`src/design/bcs_defines.svh`:
```
`ifndef BCS_DEFINES_SVH
`define BCS_DEFINES_SVH
// System clock and the one-second tick derived from it
`define BCS_CLK_HZ 20000000
`define BCS_TICK_S 1
`define BCS_TICK_CYCLES (`BCS_CLK_HZ * `BCS_TICK_S)
// Blink cadence, seconds high and seconds low
`define BCS_SOUND_HALF_S 2'd2
// Times in seconds, the MIN values in minutes; each tick is one second
`define BCS_STANDBY_S 16'd60
`define BCS_ILK_DELAY_MIN 16'd4
`define BCS_ILK_DELAY_S (`BCS_ILK_DELAY_MIN * 16'd60)
`define BCS_PURGE_MIN 16'd10
`define BCS_PURGE_S (`BCS_PURGE_MIN * 16'd60)
`define BCS_ILK_PUMP_ON_S 16'd30
`define BCS_ILK_FAN_EXTRA_S 16'd5
// Factory values
`define BCS_ILK_PUMP_PERIOD_S 16'd600
`define BCS_BURST_S 16'd20
`define BCS_FIRE_OUT_WAIT_S 16'd900
`define BCS_FAN_SCALE_S 16'd6
`define BCS_PUMP_ON_TEMP 8'd40
// Temperatures in degrees
`define BCS_PUMP_HYST 9'd4
`define BCS_FEED_OVERHEAT_TEMP 8'd98
`define BCS_OVERTEMP_LIMIT 8'd85
`define BCS_FIRE_DROP 9'd10
`define BCS_FIRE_RISE 9'd4
// Feed time limits in seconds
`define BCS_FEED_T_MIN 8'd5
`define BCS_FEED_T_MAX 8'd250
// Alarm numbers
`define BCS_OUTLET_SENSOR_FAULT_ALARM 3'h1
`define BCS_FEED_SENSOR_FAULT_ALARM 3'h2
`define BCS_HOT_WATER_SENSOR_FAULT_ALARM 3'h3
`define BCS_FIRE_OUT_ALARM 3'h5
`define BCS_FUEL_OVERHEAT_ALARM 3'h6
`endif

```
`src/design/bcs_pkg.sv`:
```
package bcs_pkg;
  typedef enum logic [2:0] {
    ST_OFF = 3'b000, ST_STANDBY = 3'b001, ST_MANUAL = 3'b010,
    ST_AUTO = 3'b011, ST_SUSTAIN = 3'b100, ST_ALARM = 3'b101
  } bcs_state_type;
  typedef enum logic [2:0] {
    DSP_DASHES = 3'b000, DSP_TEMP = 3'b001, DSP_BLO = 3'b010,
    DSP_ALARM = 3'b011, DSP_STANDBY = 3'b100, DSP_OVERTEMP = 3'b101
  } bcs_disp_type;
  typedef enum logic [1:0] {
    PM_MANUAL = 2'b00, PM_AUTO = 2'b01, PM_SUSTAIN = 2'b10
  } bcs_mode_type;
endpackage : bcs_pkg

```
`src/design/bcs_tick_if.sv`:
```
`timescale 1ns/1ps
`default_nettype none
interface bcs_tick_if;
  logic sec;
  logic blink;
  modport src (output sec, output blink);
  modport dst (input sec, input blink);
endinterface : bcs_tick_if
`default_nettype wire

```
`src/design/bcs_tick.sv`:
```
`timescale 1ns/1ps
`default_nettype none
`include "bcs_defines.svh"
module bcs_tick import bcs_pkg::*; #(
  parameter int unsigned TICK_CYCLES = `BCS_TICK_CYCLES
) (
  // Clock and reset
  input wire logic clock,
  input wire logic rstn,
  // Tick and blink out
  bcs_tick_if.src tk
);
  logic [24:0] cnt_q;
  logic [1:0] half_q;
  logic sec_q;
  logic blink_q;

  always_ff @(posedge clock) begin
    if (!rstn) begin
      cnt_q <= 25'h0;
      sec_q <= 1'b0;
    end else if (cnt_q == 25'(TICK_CYCLES - 1)) begin
      cnt_q <= 25'h0;
      sec_q <= 1'b1;
    end else begin
      cnt_q <= cnt_q + 25'h1;
      sec_q <= 1'b0;
    end
  end

  // Square wave of two seconds high, two low, for blinking diodes and overtemperature text
  always_ff @(posedge clock) begin
    if (!rstn) begin
      half_q <= 2'h0;
      blink_q <= 1'b1;
    end else if (sec_q) begin
      if (half_q == `BCS_SOUND_HALF_S - 2'h1) begin
        half_q <= 2'h0;
        blink_q <= ~blink_q;
      end else begin
        half_q <= half_q + 2'h1;
      end
    end
  end

  assign tk.sec = sec_q;
  assign tk.blink = blink_q;
endmodule : bcs_tick
`default_nettype wire

```
`src/design/bcs_sequencer.sv`:
```
// Function
// - Interlock in sustaining mode: heating pump off, interlock text shown.
// - Interlock in automatic: go sustaining, show text, pump off after four minutes.
// - Interlock burst still runs screw and fan; fan five seconds longer.
// - Interlock never ends programming mode.
// - During interlock run the pump 30 seconds every factory period.
// - Feed at 98 degrees: fuel overheat alarm, fan off, screw on ten minutes.
// - Enabled feed sensor faulty: same purge; sensor can be disabled.
// - Manual mode skips overheat check; feed sensor fault gives feed sensor alarm.
// - After power return wait one minute, then resume with stored parameters.
// - Standby shows remaining time and prior mode letter; mode diodes blink.
// - Standby end resumes manual off, automatic, or sustaining with a burst.
// - First power-up: dashes, outputs off, only on/off; then load parameters, manual.
// - Manual: feed and fan buttons toggle each output and its diode independently.
// - Manual button in automatic or sustaining stops everything, enters manual.
// - Automatic pump on at threshold, off at threshold minus 4.
// - Automatic feed cycle: load time on, stop time off, repeated.
// - Ten degree fall without 4 rise: pump off, wait, then fire-out unless interlock or water above the stored value.
// - Setpoint reached goes sustaining; at or below setpoint minus parameter returns automatic.
// - Sustain entry fan runs scaled time; each interval burst with extended fan.
// - Alarms except overtemperature: show number, sounder 2 s on/off, leave on button.
// - Above 85 alternate overtemperature text, pump on in manual, clears below 85.
// - Programming button enters programming, diode lit; manual and auto buttons ignored.
// - Outlet or hot water sensor fault in manual, automatic or sustaining, feed sensor fault in manual only: outputs off, sensor alarm shown, manual after ack.
// - Feed load and stop times limited to 5 to 250 seconds.
`timescale 1ns/1ps
`default_nettype none
`include "bcs_defines.svh"
module bcs_sequencer import bcs_pkg::*; #(
  parameter int unsigned TICK_CYCLES = `BCS_TICK_CYCLES
) (
  // Clock and reset
  input wire logic clock,
  input wire logic rstn,
  // Pushbuttons, one-cycle pulses
  input wire logic btn_onoff,
  input wire logic btn_manual,
  input wire logic btn_auto,
  input wire logic btn_feed,
  input wire logic btn_fan,
  input wire logic btn_prog,
  input wire logic btn_ack,
  input wire logic prog_done,
  // Power-fail resume information, sampled once after reset
  input wire logic resume_valid,
  input wire bcs_mode_type resume_mode,
  // Thermostat and sensors
  input wire logic thermostat,
  input wire logic [7:0] water_temp,
  input wire logic [7:0] feed_temp,
  input wire logic water_fault,
  input wire logic feed_fault,
  input wire logic hw_fault,
  input wire logic feed_sensor_en,
  // User parameters
  input wire logic [7:0] water_setpoint,
  input wire logic [7:0] setpoint_parameter,
  input wire logic [7:0] feed_load_time,
  input wire logic [7:0] feed_stop_time,
  input wire logic [7:0] sustain_interval,
  input wire logic [7:0] fan_extend_delay,
  input wire logic [3:0] fan_power_level,
  // Switched outputs
  output logic fan_q,
  output logic [3:0] fan_level_q,
  output logic screw_q,
  output logic pump_q,
  output logic sounder_q,
  // Display, diodes and parameter load strobe
  output bcs_disp_type disp_kind_q,
  output logic [7:0] disp_num_q,
  output bcs_mode_type disp_mode_q,
  output logic disp_blink_q,
  output logic led_fan_q,
  output logic led_screw_q,
  output logic led_auto_q,
  output logic led_sust_q,
  output logic led_prog_q,
  output logic led_pump_q,
  output logic param_load_q
);
  function automatic logic [7:0] clamp_s(input logic [7:0] t);
    if (t < `BCS_FEED_T_MIN) return `BCS_FEED_T_MIN;
    if (t > `BCS_FEED_T_MAX) return `BCS_FEED_T_MAX;
    return t;
  endfunction : clamp_s

  function automatic logic [15:0] mins_to_s(input logic [7:0] m);
    return {2'h0, m, 6'h00} - {6'h00, m, 2'h0};
  endfunction : mins_to_s

  bcs_tick_if tk ();
  bcs_tick #(.TICK_CYCLES(TICK_CYCLES)) u_tick (
    .clock(clock),
    .rstn(rstn),
    .tk(tk)
  );
  logic sec;
  assign sec = tk.sec;

  bcs_state_type state_q, prev_q;
  bcs_mode_type rs_mode_q;
  logic boot_q, prog_q, fo_wait_q, ot_q, pump_hys_q, feed_on_q, man_scr_q, man_fan_q;
  logic [1:0] snd_q;
  logic [2:0] alarm_q;
  logic [7:0] ref_q, lo_q, store_q, feed_cnt_q;
  logic [15:0] tm_q, bscr_q, bfan_q, pdly_q, ilk_cnt_q, ilk_run_q, purge_q;
  logic running, auto_sus, sens_fault, purge_go, fan_d, scr_d, pump_d;

  assign running = state_q == ST_MANUAL || state_q == ST_AUTO || state_q == ST_SUSTAIN;
  assign auto_sus = state_q == ST_AUTO || state_q == ST_SUSTAIN;
  // Standby is excluded: sensors may read wrong while the supply settles
  assign sens_fault = running && (water_fault || hw_fault ||
                      (state_q == ST_MANUAL && feed_fault));
  assign purge_go = auto_sus && feed_sensor_en && purge_q == 16'h0 &&
                    (feed_fault || feed_temp >= `BCS_FEED_OVERHEAT_TEMP);

  always_ff @(posedge clock) begin
    if (!rstn) begin
      state_q <= ST_OFF;
      prev_q <= ST_OFF;
      boot_q <= 1'b0;
      rs_mode_q <= PM_MANUAL;
      alarm_q <= 3'h0;
      tm_q <= 16'h0;
      fo_wait_q <= 1'b0;
      ref_q <= 8'h0;
      lo_q <= 8'h0;
      store_q <= 8'h0;
      param_load_q <= 1'b0;
    end else begin
      boot_q <= 1'b1;
      prev_q <= state_q;
      param_load_q <= 1'b0;
      if (sens_fault) begin
        state_q <= ST_ALARM;
        alarm_q <= water_fault ? `BCS_OUTLET_SENSOR_FAULT_ALARM :
                   hw_fault ? `BCS_HOT_WATER_SENSOR_FAULT_ALARM :
                   `BCS_FEED_SENSOR_FAULT_ALARM;
      end else if (purge_go) begin
        state_q <= ST_ALARM;
        alarm_q <= `BCS_FUEL_OVERHEAT_ALARM;
      end else begin
        case (state_q)
          ST_OFF: begin
            if (!boot_q && resume_valid) begin
              state_q <= ST_STANDBY;
              rs_mode_q <= resume_mode;
              tm_q <= `BCS_STANDBY_S;
            end else if (boot_q && btn_onoff) begin
              state_q <= ST_MANUAL;
              param_load_q <= 1'b1;
            end
          end
          ST_STANDBY: begin
            if (sec && tm_q <= 16'h1) begin
              tm_q <= 16'h0;
              param_load_q <= 1'b1;
              case (rs_mode_q)
                PM_AUTO: state_q <= ST_AUTO;
                PM_SUSTAIN: begin
                  state_q <= ST_SUSTAIN;
                  tm_q <= mins_to_s(sustain_interval);
                end
                default: state_q <= ST_MANUAL;
              endcase
            end else if (sec) begin
              tm_q <= tm_q - 16'h1;
            end
          end
          ST_MANUAL: begin
            if (btn_auto && !prog_q) begin
              state_q <= ST_AUTO;
              fo_wait_q <= 1'b0;
              ref_q <= water_temp;
              lo_q <= water_temp;
            end
          end
          ST_AUTO: begin
            if (btn_manual && !prog_q) begin
              state_q <= ST_MANUAL;
            end else if (thermostat || water_temp >= water_setpoint) begin
              state_q <= ST_SUSTAIN;
              tm_q <= mins_to_s(sustain_interval);
              fo_wait_q <= 1'b0;
            end else if (thermostat) begin
              fo_wait_q <= 1'b0;
            end else if (sec && fo_wait_q) begin
              if (tm_q <= 16'h1) begin
                if (water_temp <= store_q) begin
                  state_q <= ST_ALARM;
                  alarm_q <= `BCS_FIRE_OUT_ALARM;
                end
                fo_wait_q <= 1'b0;
                ref_q <= water_temp;
                lo_q <= water_temp;
              end else begin
                tm_q <= tm_q - 16'h1;
              end
            end else if (sec) begin
              // A rise of more than the limit restarts the fall measurement
              if ({1'b0, water_temp} > {1'b0, lo_q} + `BCS_FIRE_RISE ||
                  water_temp > ref_q) begin
                ref_q <= water_temp;
                lo_q <= water_temp;
              end else if ({1'b0, water_temp} + `BCS_FIRE_DROP <= {1'b0, ref_q}) begin
                fo_wait_q <= 1'b1;
                store_q <= water_temp;
                tm_q <= `BCS_FIRE_OUT_WAIT_S;
              end else if (water_temp < lo_q) begin
                lo_q <= water_temp;
              end
            end
          end
          ST_SUSTAIN: begin
            if (btn_manual && !prog_q) begin
              state_q <= ST_MANUAL;
            end else if (!thermostat && {1'b0, water_temp} + {1'b0, setpoint_parameter}
                         <= {1'b0, water_setpoint}) begin
              state_q <= ST_AUTO;
              ref_q <= water_temp;
              lo_q <= water_temp;
            end else if (sec) begin
              tm_q <= (tm_q <= 16'h1) ? mins_to_s(sustain_interval) : tm_q - 16'h1;
            end
          end
          ST_ALARM: begin
            if (btn_ack) begin
              state_q <= ST_MANUAL;
            end
          end
          default: state_q <= ST_OFF;
        endcase
      end
    end
  end

  // Programming flag; the thermostat has no path into it
  always_ff @(posedge clock) begin
    if (!rstn) begin
      prog_q <= 1'b0;
    end else if (!running) begin
      prog_q <= 1'b0;
    end else if (btn_prog) begin
      prog_q <= 1'b1;
    end else if (prog_done) begin
      prog_q <= 1'b0;
    end
  end

  always_ff @(posedge clock) begin
    if (!rstn) begin
      man_scr_q <= 1'b0;
      man_fan_q <= 1'b0;
    end else if (state_q != ST_MANUAL) begin
      man_scr_q <= 1'b0;
      man_fan_q <= 1'b0;
    end else begin
      man_scr_q <= man_scr_q ^ btn_feed;
      man_fan_q <= man_fan_q ^ btn_fan;
    end
  end

  // Automatic feed cycle starts with a stop period
  always_ff @(posedge clock) begin
    if (!rstn) begin
      feed_on_q <= 1'b0;
      feed_cnt_q <= `BCS_FEED_T_MIN;
    end else if (state_q != ST_AUTO) begin
      feed_on_q <= 1'b0;
      feed_cnt_q <= clamp_s(feed_stop_time);
    end else if (sec && feed_cnt_q <= 8'h1) begin
      feed_on_q <= ~feed_on_q;
      feed_cnt_q <= feed_on_q ? clamp_s(feed_stop_time) : clamp_s(feed_load_time);
    end else if (sec) begin
      feed_cnt_q <= feed_cnt_q - 8'h1;
    end
  end

  // Sustain bursts and entry fan run
  always_ff @(posedge clock) begin
    if (!rstn) begin
      bscr_q <= 16'h0;
      bfan_q <= 16'h0;
    end else if (state_q != ST_SUSTAIN) begin
      bscr_q <= 16'h0;
      bfan_q <= 16'h0;
    end else if ((prev_q == ST_STANDBY) || (sec && tm_q <= 16'h1)) begin
      bscr_q <= `BCS_BURST_S;
      bfan_q <= `BCS_BURST_S + (thermostat ? `BCS_ILK_FAN_EXTRA_S :
                                {8'h00, fan_extend_delay});
    end else if (prev_q != ST_SUSTAIN) begin
      bfan_q <= {12'h000, fan_power_level} * `BCS_FAN_SCALE_S;
    end else if (sec) begin
      bscr_q <= (bscr_q == 16'h0) ? 16'h0 : bscr_q - 16'h1;
      bfan_q <= (bfan_q == 16'h0) ? 16'h0 : bfan_q - 16'h1;
    end
  end

  // Cadence restarts at alarm entry; the first burst lasts one to two seconds as the tick is not reset
  always_ff @(posedge clock) begin
    if (!rstn || state_q != ST_ALARM) begin
      snd_q <= 2'h0;
    end else if (sec) begin
      snd_q <= snd_q + 2'h1;
    end
  end

  // Purge runs on through the alarm and after it is acknowledged
  always_ff @(posedge clock) begin
    if (!rstn) begin
      purge_q <= 16'h0;
    end else if (purge_go && !sens_fault) begin
      purge_q <= `BCS_PURGE_S;
    end else if (sec && purge_q != 16'h0) begin
      purge_q <= purge_q - 16'h1;
    end
  end

  always_ff @(posedge clock) begin
    if (!rstn) begin
      pump_hys_q <= 1'b0;
      ot_q <= 1'b0;
    end else begin
      if (water_temp >= `BCS_PUMP_ON_TEMP) begin
        pump_hys_q <= 1'b1;
      end else if ({1'b0, water_temp} + `BCS_PUMP_HYST <= {1'b0, `BCS_PUMP_ON_TEMP}) begin
        pump_hys_q <= 1'b0;
      end
      if (water_temp > `BCS_OVERTEMP_LIMIT) begin
        ot_q <= 1'b1;
      end else if (water_temp < `BCS_OVERTEMP_LIMIT) begin
        ot_q <= 1'b0;
      end
    end
  end

  // Interlock pump delay and periodic circulation
  always_ff @(posedge clock) begin
    if (!rstn) begin
      pdly_q <= 16'h0;
      ilk_cnt_q <= 16'h0;
      ilk_run_q <= 16'h0;
    end else if (!thermostat) begin
      pdly_q <= 16'h0;
      ilk_cnt_q <= 16'h0;
      ilk_run_q <= 16'h0;
    end else if (state_q == ST_AUTO) begin
      pdly_q <= `BCS_ILK_DELAY_S;
    end else if (sec) begin
      pdly_q <= (pdly_q == 16'h0) ? 16'h0 : pdly_q - 16'h1;
      ilk_run_q <= (ilk_run_q == 16'h0) ? 16'h0 : ilk_run_q - 16'h1;
      if (ilk_cnt_q >= `BCS_ILK_PUMP_PERIOD_S - 16'h1) begin
        ilk_cnt_q <= 16'h0;
        ilk_run_q <= `BCS_ILK_PUMP_ON_S;
      end else begin
        ilk_cnt_q <= ilk_cnt_q + 16'h1;
      end
    end
  end

  always_comb begin
    scr_d = 1'b0;
    fan_d = 1'b0;
    pump_d = 1'b0;
    case (state_q)
      ST_MANUAL: begin
        scr_d = man_scr_q;
        fan_d = man_fan_q;
        pump_d = ot_q;
      end
      ST_AUTO: begin
        scr_d = feed_on_q;
        fan_d = 1'b1;
        pump_d = pump_hys_q && !fo_wait_q;
      end
      ST_SUSTAIN: begin
        scr_d = bscr_q != 16'h0;
        fan_d = bfan_q != 16'h0;
        pump_d = thermostat ? ((pump_hys_q && pdly_q != 16'h0) || ilk_run_q != 16'h0) :
                 pump_hys_q;
      end
      default: begin
        scr_d = 1'b0;
        fan_d = 1'b0;
        pump_d = 1'b0;
      end
    endcase
    if (purge_q != 16'h0) begin
      scr_d = 1'b1;
      fan_d = 1'b0;
    end
  end

  always_ff @(posedge clock) begin
    if (!rstn) begin
      fan_q <= 1'b0;
      fan_level_q <= 4'h0;
      screw_q <= 1'b0;
      pump_q <= 1'b0;
      sounder_q <= 1'b0;
    end else begin
      fan_q <= fan_d;
      fan_level_q <= fan_d ? fan_power_level : 4'h0;
      screw_q <= scr_d;
      pump_q <= pump_d;
      sounder_q <= state_q == ST_ALARM && !snd_q[1];
    end
  end

  always_ff @(posedge clock) begin
    if (!rstn) begin
      disp_kind_q <= DSP_DASHES;
      disp_num_q <= 8'h00;
      disp_mode_q <= PM_MANUAL;
      disp_blink_q <= 1'b0;
      led_fan_q <= 1'b0;
      led_screw_q <= 1'b0;
      led_auto_q <= 1'b0;
      led_sust_q <= 1'b0;
      led_prog_q <= 1'b0;
      led_pump_q <= 1'b0;
    end else begin
      disp_mode_q <= rs_mode_q;
      disp_blink_q <= state_q == ST_STANDBY && rs_mode_q == PM_AUTO;
      led_fan_q <= fan_d;
      led_screw_q <= scr_d;
      led_prog_q <= prog_q;
      led_pump_q <= pump_d;
      led_auto_q <= state_q == ST_AUTO ||
                    (state_q == ST_STANDBY && rs_mode_q == PM_AUTO && tk.blink);
      led_sust_q <= state_q == ST_SUSTAIN ||
                    (state_q == ST_STANDBY && rs_mode_q == PM_SUSTAIN && tk.blink);
      disp_num_q <= water_temp;
      case (state_q)
        ST_OFF: disp_kind_q <= DSP_DASHES;
        ST_STANDBY: begin
          disp_kind_q <= DSP_STANDBY;
          disp_num_q <= tm_q[7:0];
        end
        ST_ALARM: begin
          disp_kind_q <= DSP_ALARM;
          disp_num_q <= {5'h00, alarm_q};
        end
        default: begin
          if (ot_q && tk.blink) begin
            disp_kind_q <= DSP_OVERTEMP;
          end else if (state_q == ST_SUSTAIN && thermostat) begin
            disp_kind_q <= DSP_BLO;
          end else begin
            disp_kind_q <= DSP_TEMP;
          end
        end
      endcase
    end
  end
endmodule : bcs_sequencer
`default_nettype wire

```
`config.mk`:
```
export PLATFORM = sky130hd
export DESIGN_NAME = bcs_sequencer
export DESIGN_NICKNAME = d
export VERILOG_FILES = /design/src/design/bcs_pkg.sv /design/src/design/bcs_tick_if.sv /design/src/design/bcs_tick.sv /design/src/design/bcs_sequencer.sv
export VERILOG_INCLUDE_DIRS = /design/src /design/src/design
export SDC_FILE = /design/constraint.sdc
export NUM_CORES = 1
export LEC_CHECK = 0
export BUFFER_PORTS_ARGS = -buffer_cell sky130_fd_sc_hd__buf_2
export CAP_MARGIN = 10
export CORE_MARGIN = 2
export CORE_UTILIZATION = 52
export DETAILED_ROUTE_END_ITERATION = 8
export PLACE_DENSITY = 0.73
export SYNTH_ARGS = -nofsm -noshare
export SYNTH_HDL_FRONTEND = slang
export SYNTH_SLANG_ARGS = --single-unit
export TNS_END_PERCENT = 20
```
`constraint.sdc`:
```
create_clock -name clock -period 12 [get_ports clock]
set_input_delay 2.4 -clock clock [delete_from_list [all_inputs] [get_ports clock]]
set_output_delay 2.4 -clock clock [all_outputs]
set_load 0.05 [all_outputs]
```
==> impl_metrics.yaml <==
sta:
  period_minus_slack_ns: 5.91
  setup_viol: 0
  post-route-period-util: 0.492
  tightest_slew_ns: 1.04
  finalClockSkew_ns: 0.0117
  fmax_mhz: 169
  slew_viol_final: 0
  rsz0062_at_grt: "no"
  setup_slack_ns: 6.09
  finalHoldViolCount: 0
  tns_ns: 0
  relSlewSlack: 0.302
logic_synthesis:
  synth_fa_ha_area_frac: 0.0893
  yosysWarnings: 0
  synth-xor-area-share: 0.0750
  synth_top_area_frac: 0.334
  synth_top_family_by_area: "simple AND/OR/NAND/NOR gates"
  async_flop_share: 0
  synth_cells: 1652
  synth_compound_area_frac: 0.185
  ys_seq_elements: 220
  syn_avg_cell_area_um2: 7.99
  synth_area_leader_cell: "dfxtp_1"
  synth.most_common_cell: "dfxtp_1"
  syn_nets: 1831
  netlist_top_cells_area: "dfxtp_1, ha_1, nor2_1, xnor2_1, a21oi_1"
  synth_edf_count: 0
  synthMuxAreaShare: 0.0235
  ys.flop_type: "dfxtp_1"
  synth_cell_types: 87
  synthSimpleGateAreaFrac: 0.245
  ys_seq_area_frac: 0.334
  synthesis.area_um2: 13200
  synth_commonest_cells: "dfxtp_1, nor2_1, nand2_1, a21oi_1, ha_1"
clock_tree:
  cts_tree: "built"
  cts-resized-gates: 0
  clock_sinks: 220
  cts_buffer_depth: 3
  cts_setup_buffers: 0
  ctsHoldBuffers: 0
  h-tree-depth: 1
  clk_latency_ns: 0.53
  root_buffer: "clkbuf_16"
  numCtsBuffers: 24
  clkSlewWorstSetupHoldPaths_ns: 0.06
pwr:
  power.leakage_nw: 5.70
  ir_drop_v: 0.000100
  powerDensity_nw_per_um2: 168
routing:
  first_iter_violations: 932
  ant_nets: 0
  dr.pass1.iters: 5
  vias_per_cell: 5.94
  drcViolationCount: 0
  vias: 12325
  routedWlPerCell_um: 16.1
  finalWirelength_um: 33400
global_routing:
  grt_pass1_wl_um: 54500
  antenna_found_initial: 1
  grt_start_max_net_pins: 63
  grt_pass1_vias: 11287
  grt.total_usage: 0.245
  grt_overflow_total: 0
layout:
  multiInputGateArea_um2: 8170
  regArea_um2: 4400
  nNetsFinal: 1907
  fillers: 2287
  flow.area_growth_from_synthesis_pct: 11.5
  diodes: 0
  stdcell_area_um2: 14700
  layout-drive-gt1-share: 0.101
setup_path:
  r2r_start: "state_q[0]"
  r2r-end: "tm_q[1]"
  cp.arrival_ns: 6.34
  slowest_delay_ns: 0.74
  worstSetupEndpointType: "flop"
  critPathLaunchType: "input pin"
  cp_slowest_cell: "o211ai_2"
  ff2ff_path_depth: 7
  reg2reg_slack_ns: 7.82
  crit_fanout: 17
  path_class: "in -> reg"
  required_ns: 12.43
  crit_chain: "buf_2 -> ha_1 -> a21o_1 -> a21oi_1 -> o21bai_1 -> a21oi_1 -> o21ai_0 -> xor2_1 -> ha_1 -> nand2_1 -> or3_1 -> a211oi_1 -> o22ai_1 -> o211ai_2 -> o311ai_0 -> o31ai_1"
floorplanning:
  coreArea_um2: 25000
  start_util: 0.527
  ios: 115
  num_rows: 58
  die_h_um: 163
  die-width_um: 163
  die-area_um2: 26700
placement:
  placed_area_um2: 13900
  dp_hpwl_um: 23600
  dp_slack_ns: 5.64
  place_congestion: 0.921
  portBuffers: 113
hold_path:
  hold_depth: 1
  min_to: "sounder_q"
  min_from: "snd_q[1]"
  hold_path_class: "reg -> reg"
outcome:
  status: "finished clean"
flow_run:
  cap_violations: 0
-- cell type report --
| cell class | instances | share of cell area |
|---|---|---|
| repair buffers | 121 | 0.0425 |
| flip-flops and latches | 220 | 0.299 |
| clock inverters | 9 | 0.00587 |
| well taps | 330 | 0.0281 |
| inverters | 83 | 0.0212 |
| multi-input cells | 1278 | 0.556 |
| clock buffers | 33 | 0.0472 |
-- worst max path at each step --
stage                  startpoint  endpoint  slack, ns  depth (start not counted)
detailed placement  water_temp[1]   tm_q[0]       5.64                         16
CTS                 water_temp[1]   tm_q[0]       6.17                         16
global placement    water_temp[1]   tm_q[2]       5.66                         16
finish              water_temp[1]   tm_q[2]       6.09                         16
floorplan           water_temp[1]   tm_q[0]       6.32                         17
global route        water_temp[1]   tm_q[0]       5.81                         16
-- cell families (layout without fill, tap and decap cells) --
| group | after synthesis | in the layout |
|---|---|---|
| xor gates and xnor gates | 113 | 113 |
| buffers and inverters | 154 | 246 |
| and+or+nand+nor | 663 | 663 |
| adders and majority gates | 93 | 93 |
| AOI/OAI and AO/OA | 378 | 378 |
| DFF | 220 | 220 |
| muxes | 31 | 31 |
-- registers in the layout, indices dropped and copies added, names as in the netlist, 16 cells and up --
name,cells
u_tick.cnt_q,25
ilk_cnt_q,16
tm_q,16
purge_q,16
pdly_q,16
bscr_q,16
bfan_q,16
ilk_run_q,16
-- placed cells by master, fill, tap and decap left out, types with 6 or more instances in the layout --
cell       instances
nor3b_1           11
a211oi_1          22
nand2_1          136
o31ai_1           19
o311ai_1           6
and4_1             6
nand4_1           22
or3_1             17
a31oi_1           17
a21oi_1          114
o21a_1            13
o21ai_0           74
o211ai_1          12
buf_2            113
nand3b_1           6
nand2b_1          13
or4_1             13
a22oi_1            9
a21o_1             8
dfxtp_1          220
a311oi_1          10
ha_1              91
o21ai_1            6
clkbuf_16         24
and2_1            11
xor2_1            46
o22ai_1           12
nand4b_1           8
inv_1             79
nor2b_1           21
nor4_1            19
clkbuf_8           6
and3_1            21
nand3_1           47
mux2i_1           31
buf_4              8
nor3_1            74
nor2_1           219
xnor2_1           67
-- metal layers --
| metal | up-vias | wire length [um] | GRT usage |
|---|---|---|---|
| li1 | 6070 | - | - |
| met1 | 5808 | 15200 | 0.334 |
| met2 | 387 | 15500 | 0.412 |
| met3 | 58 | 2050 | 0.0300 |
| met4 | 2 | 573 | 0.0615 |
| met5 | - | 13 | 0 |
-- power by group --
group / total, mW / internal [mW] / switching (mW)
registers: 0.865 / 0.793 / 0.0724
clock network: 0.732 / 0.426 / 0.306
logic: 0.876 / 0.306 / 0.569
total: 2.47 / 1.52 / 0.948
-- per-stage QoR --
step	hold WS, ns	std cells	utilization	total power [mW]
6_report	0.435	2074	0.588	2.47
5_1_grt	0.460	2074	0.588	2.61
4_1_cts	0.437	2074	0.588	2.47
3_5_place_dp	0.430	2032	0.556	1.74
3_3_place_gp	0.428	2032	0.556	1.72
2_1_floorplan	0.412	1652	-	1.54
-- critical path, delay by kind of cell --
family                   cells  cell delay (ns)
AO/OA/AOI/OAI               10             2.46
buffers and inverters        1             0.30
adder cells (fa/ha/maj)      2             0.60
AND/OR/NAND/NOR              2             0.43
XOR/XNOR                     1             0.17
Power figures use the tool's default switching activity.
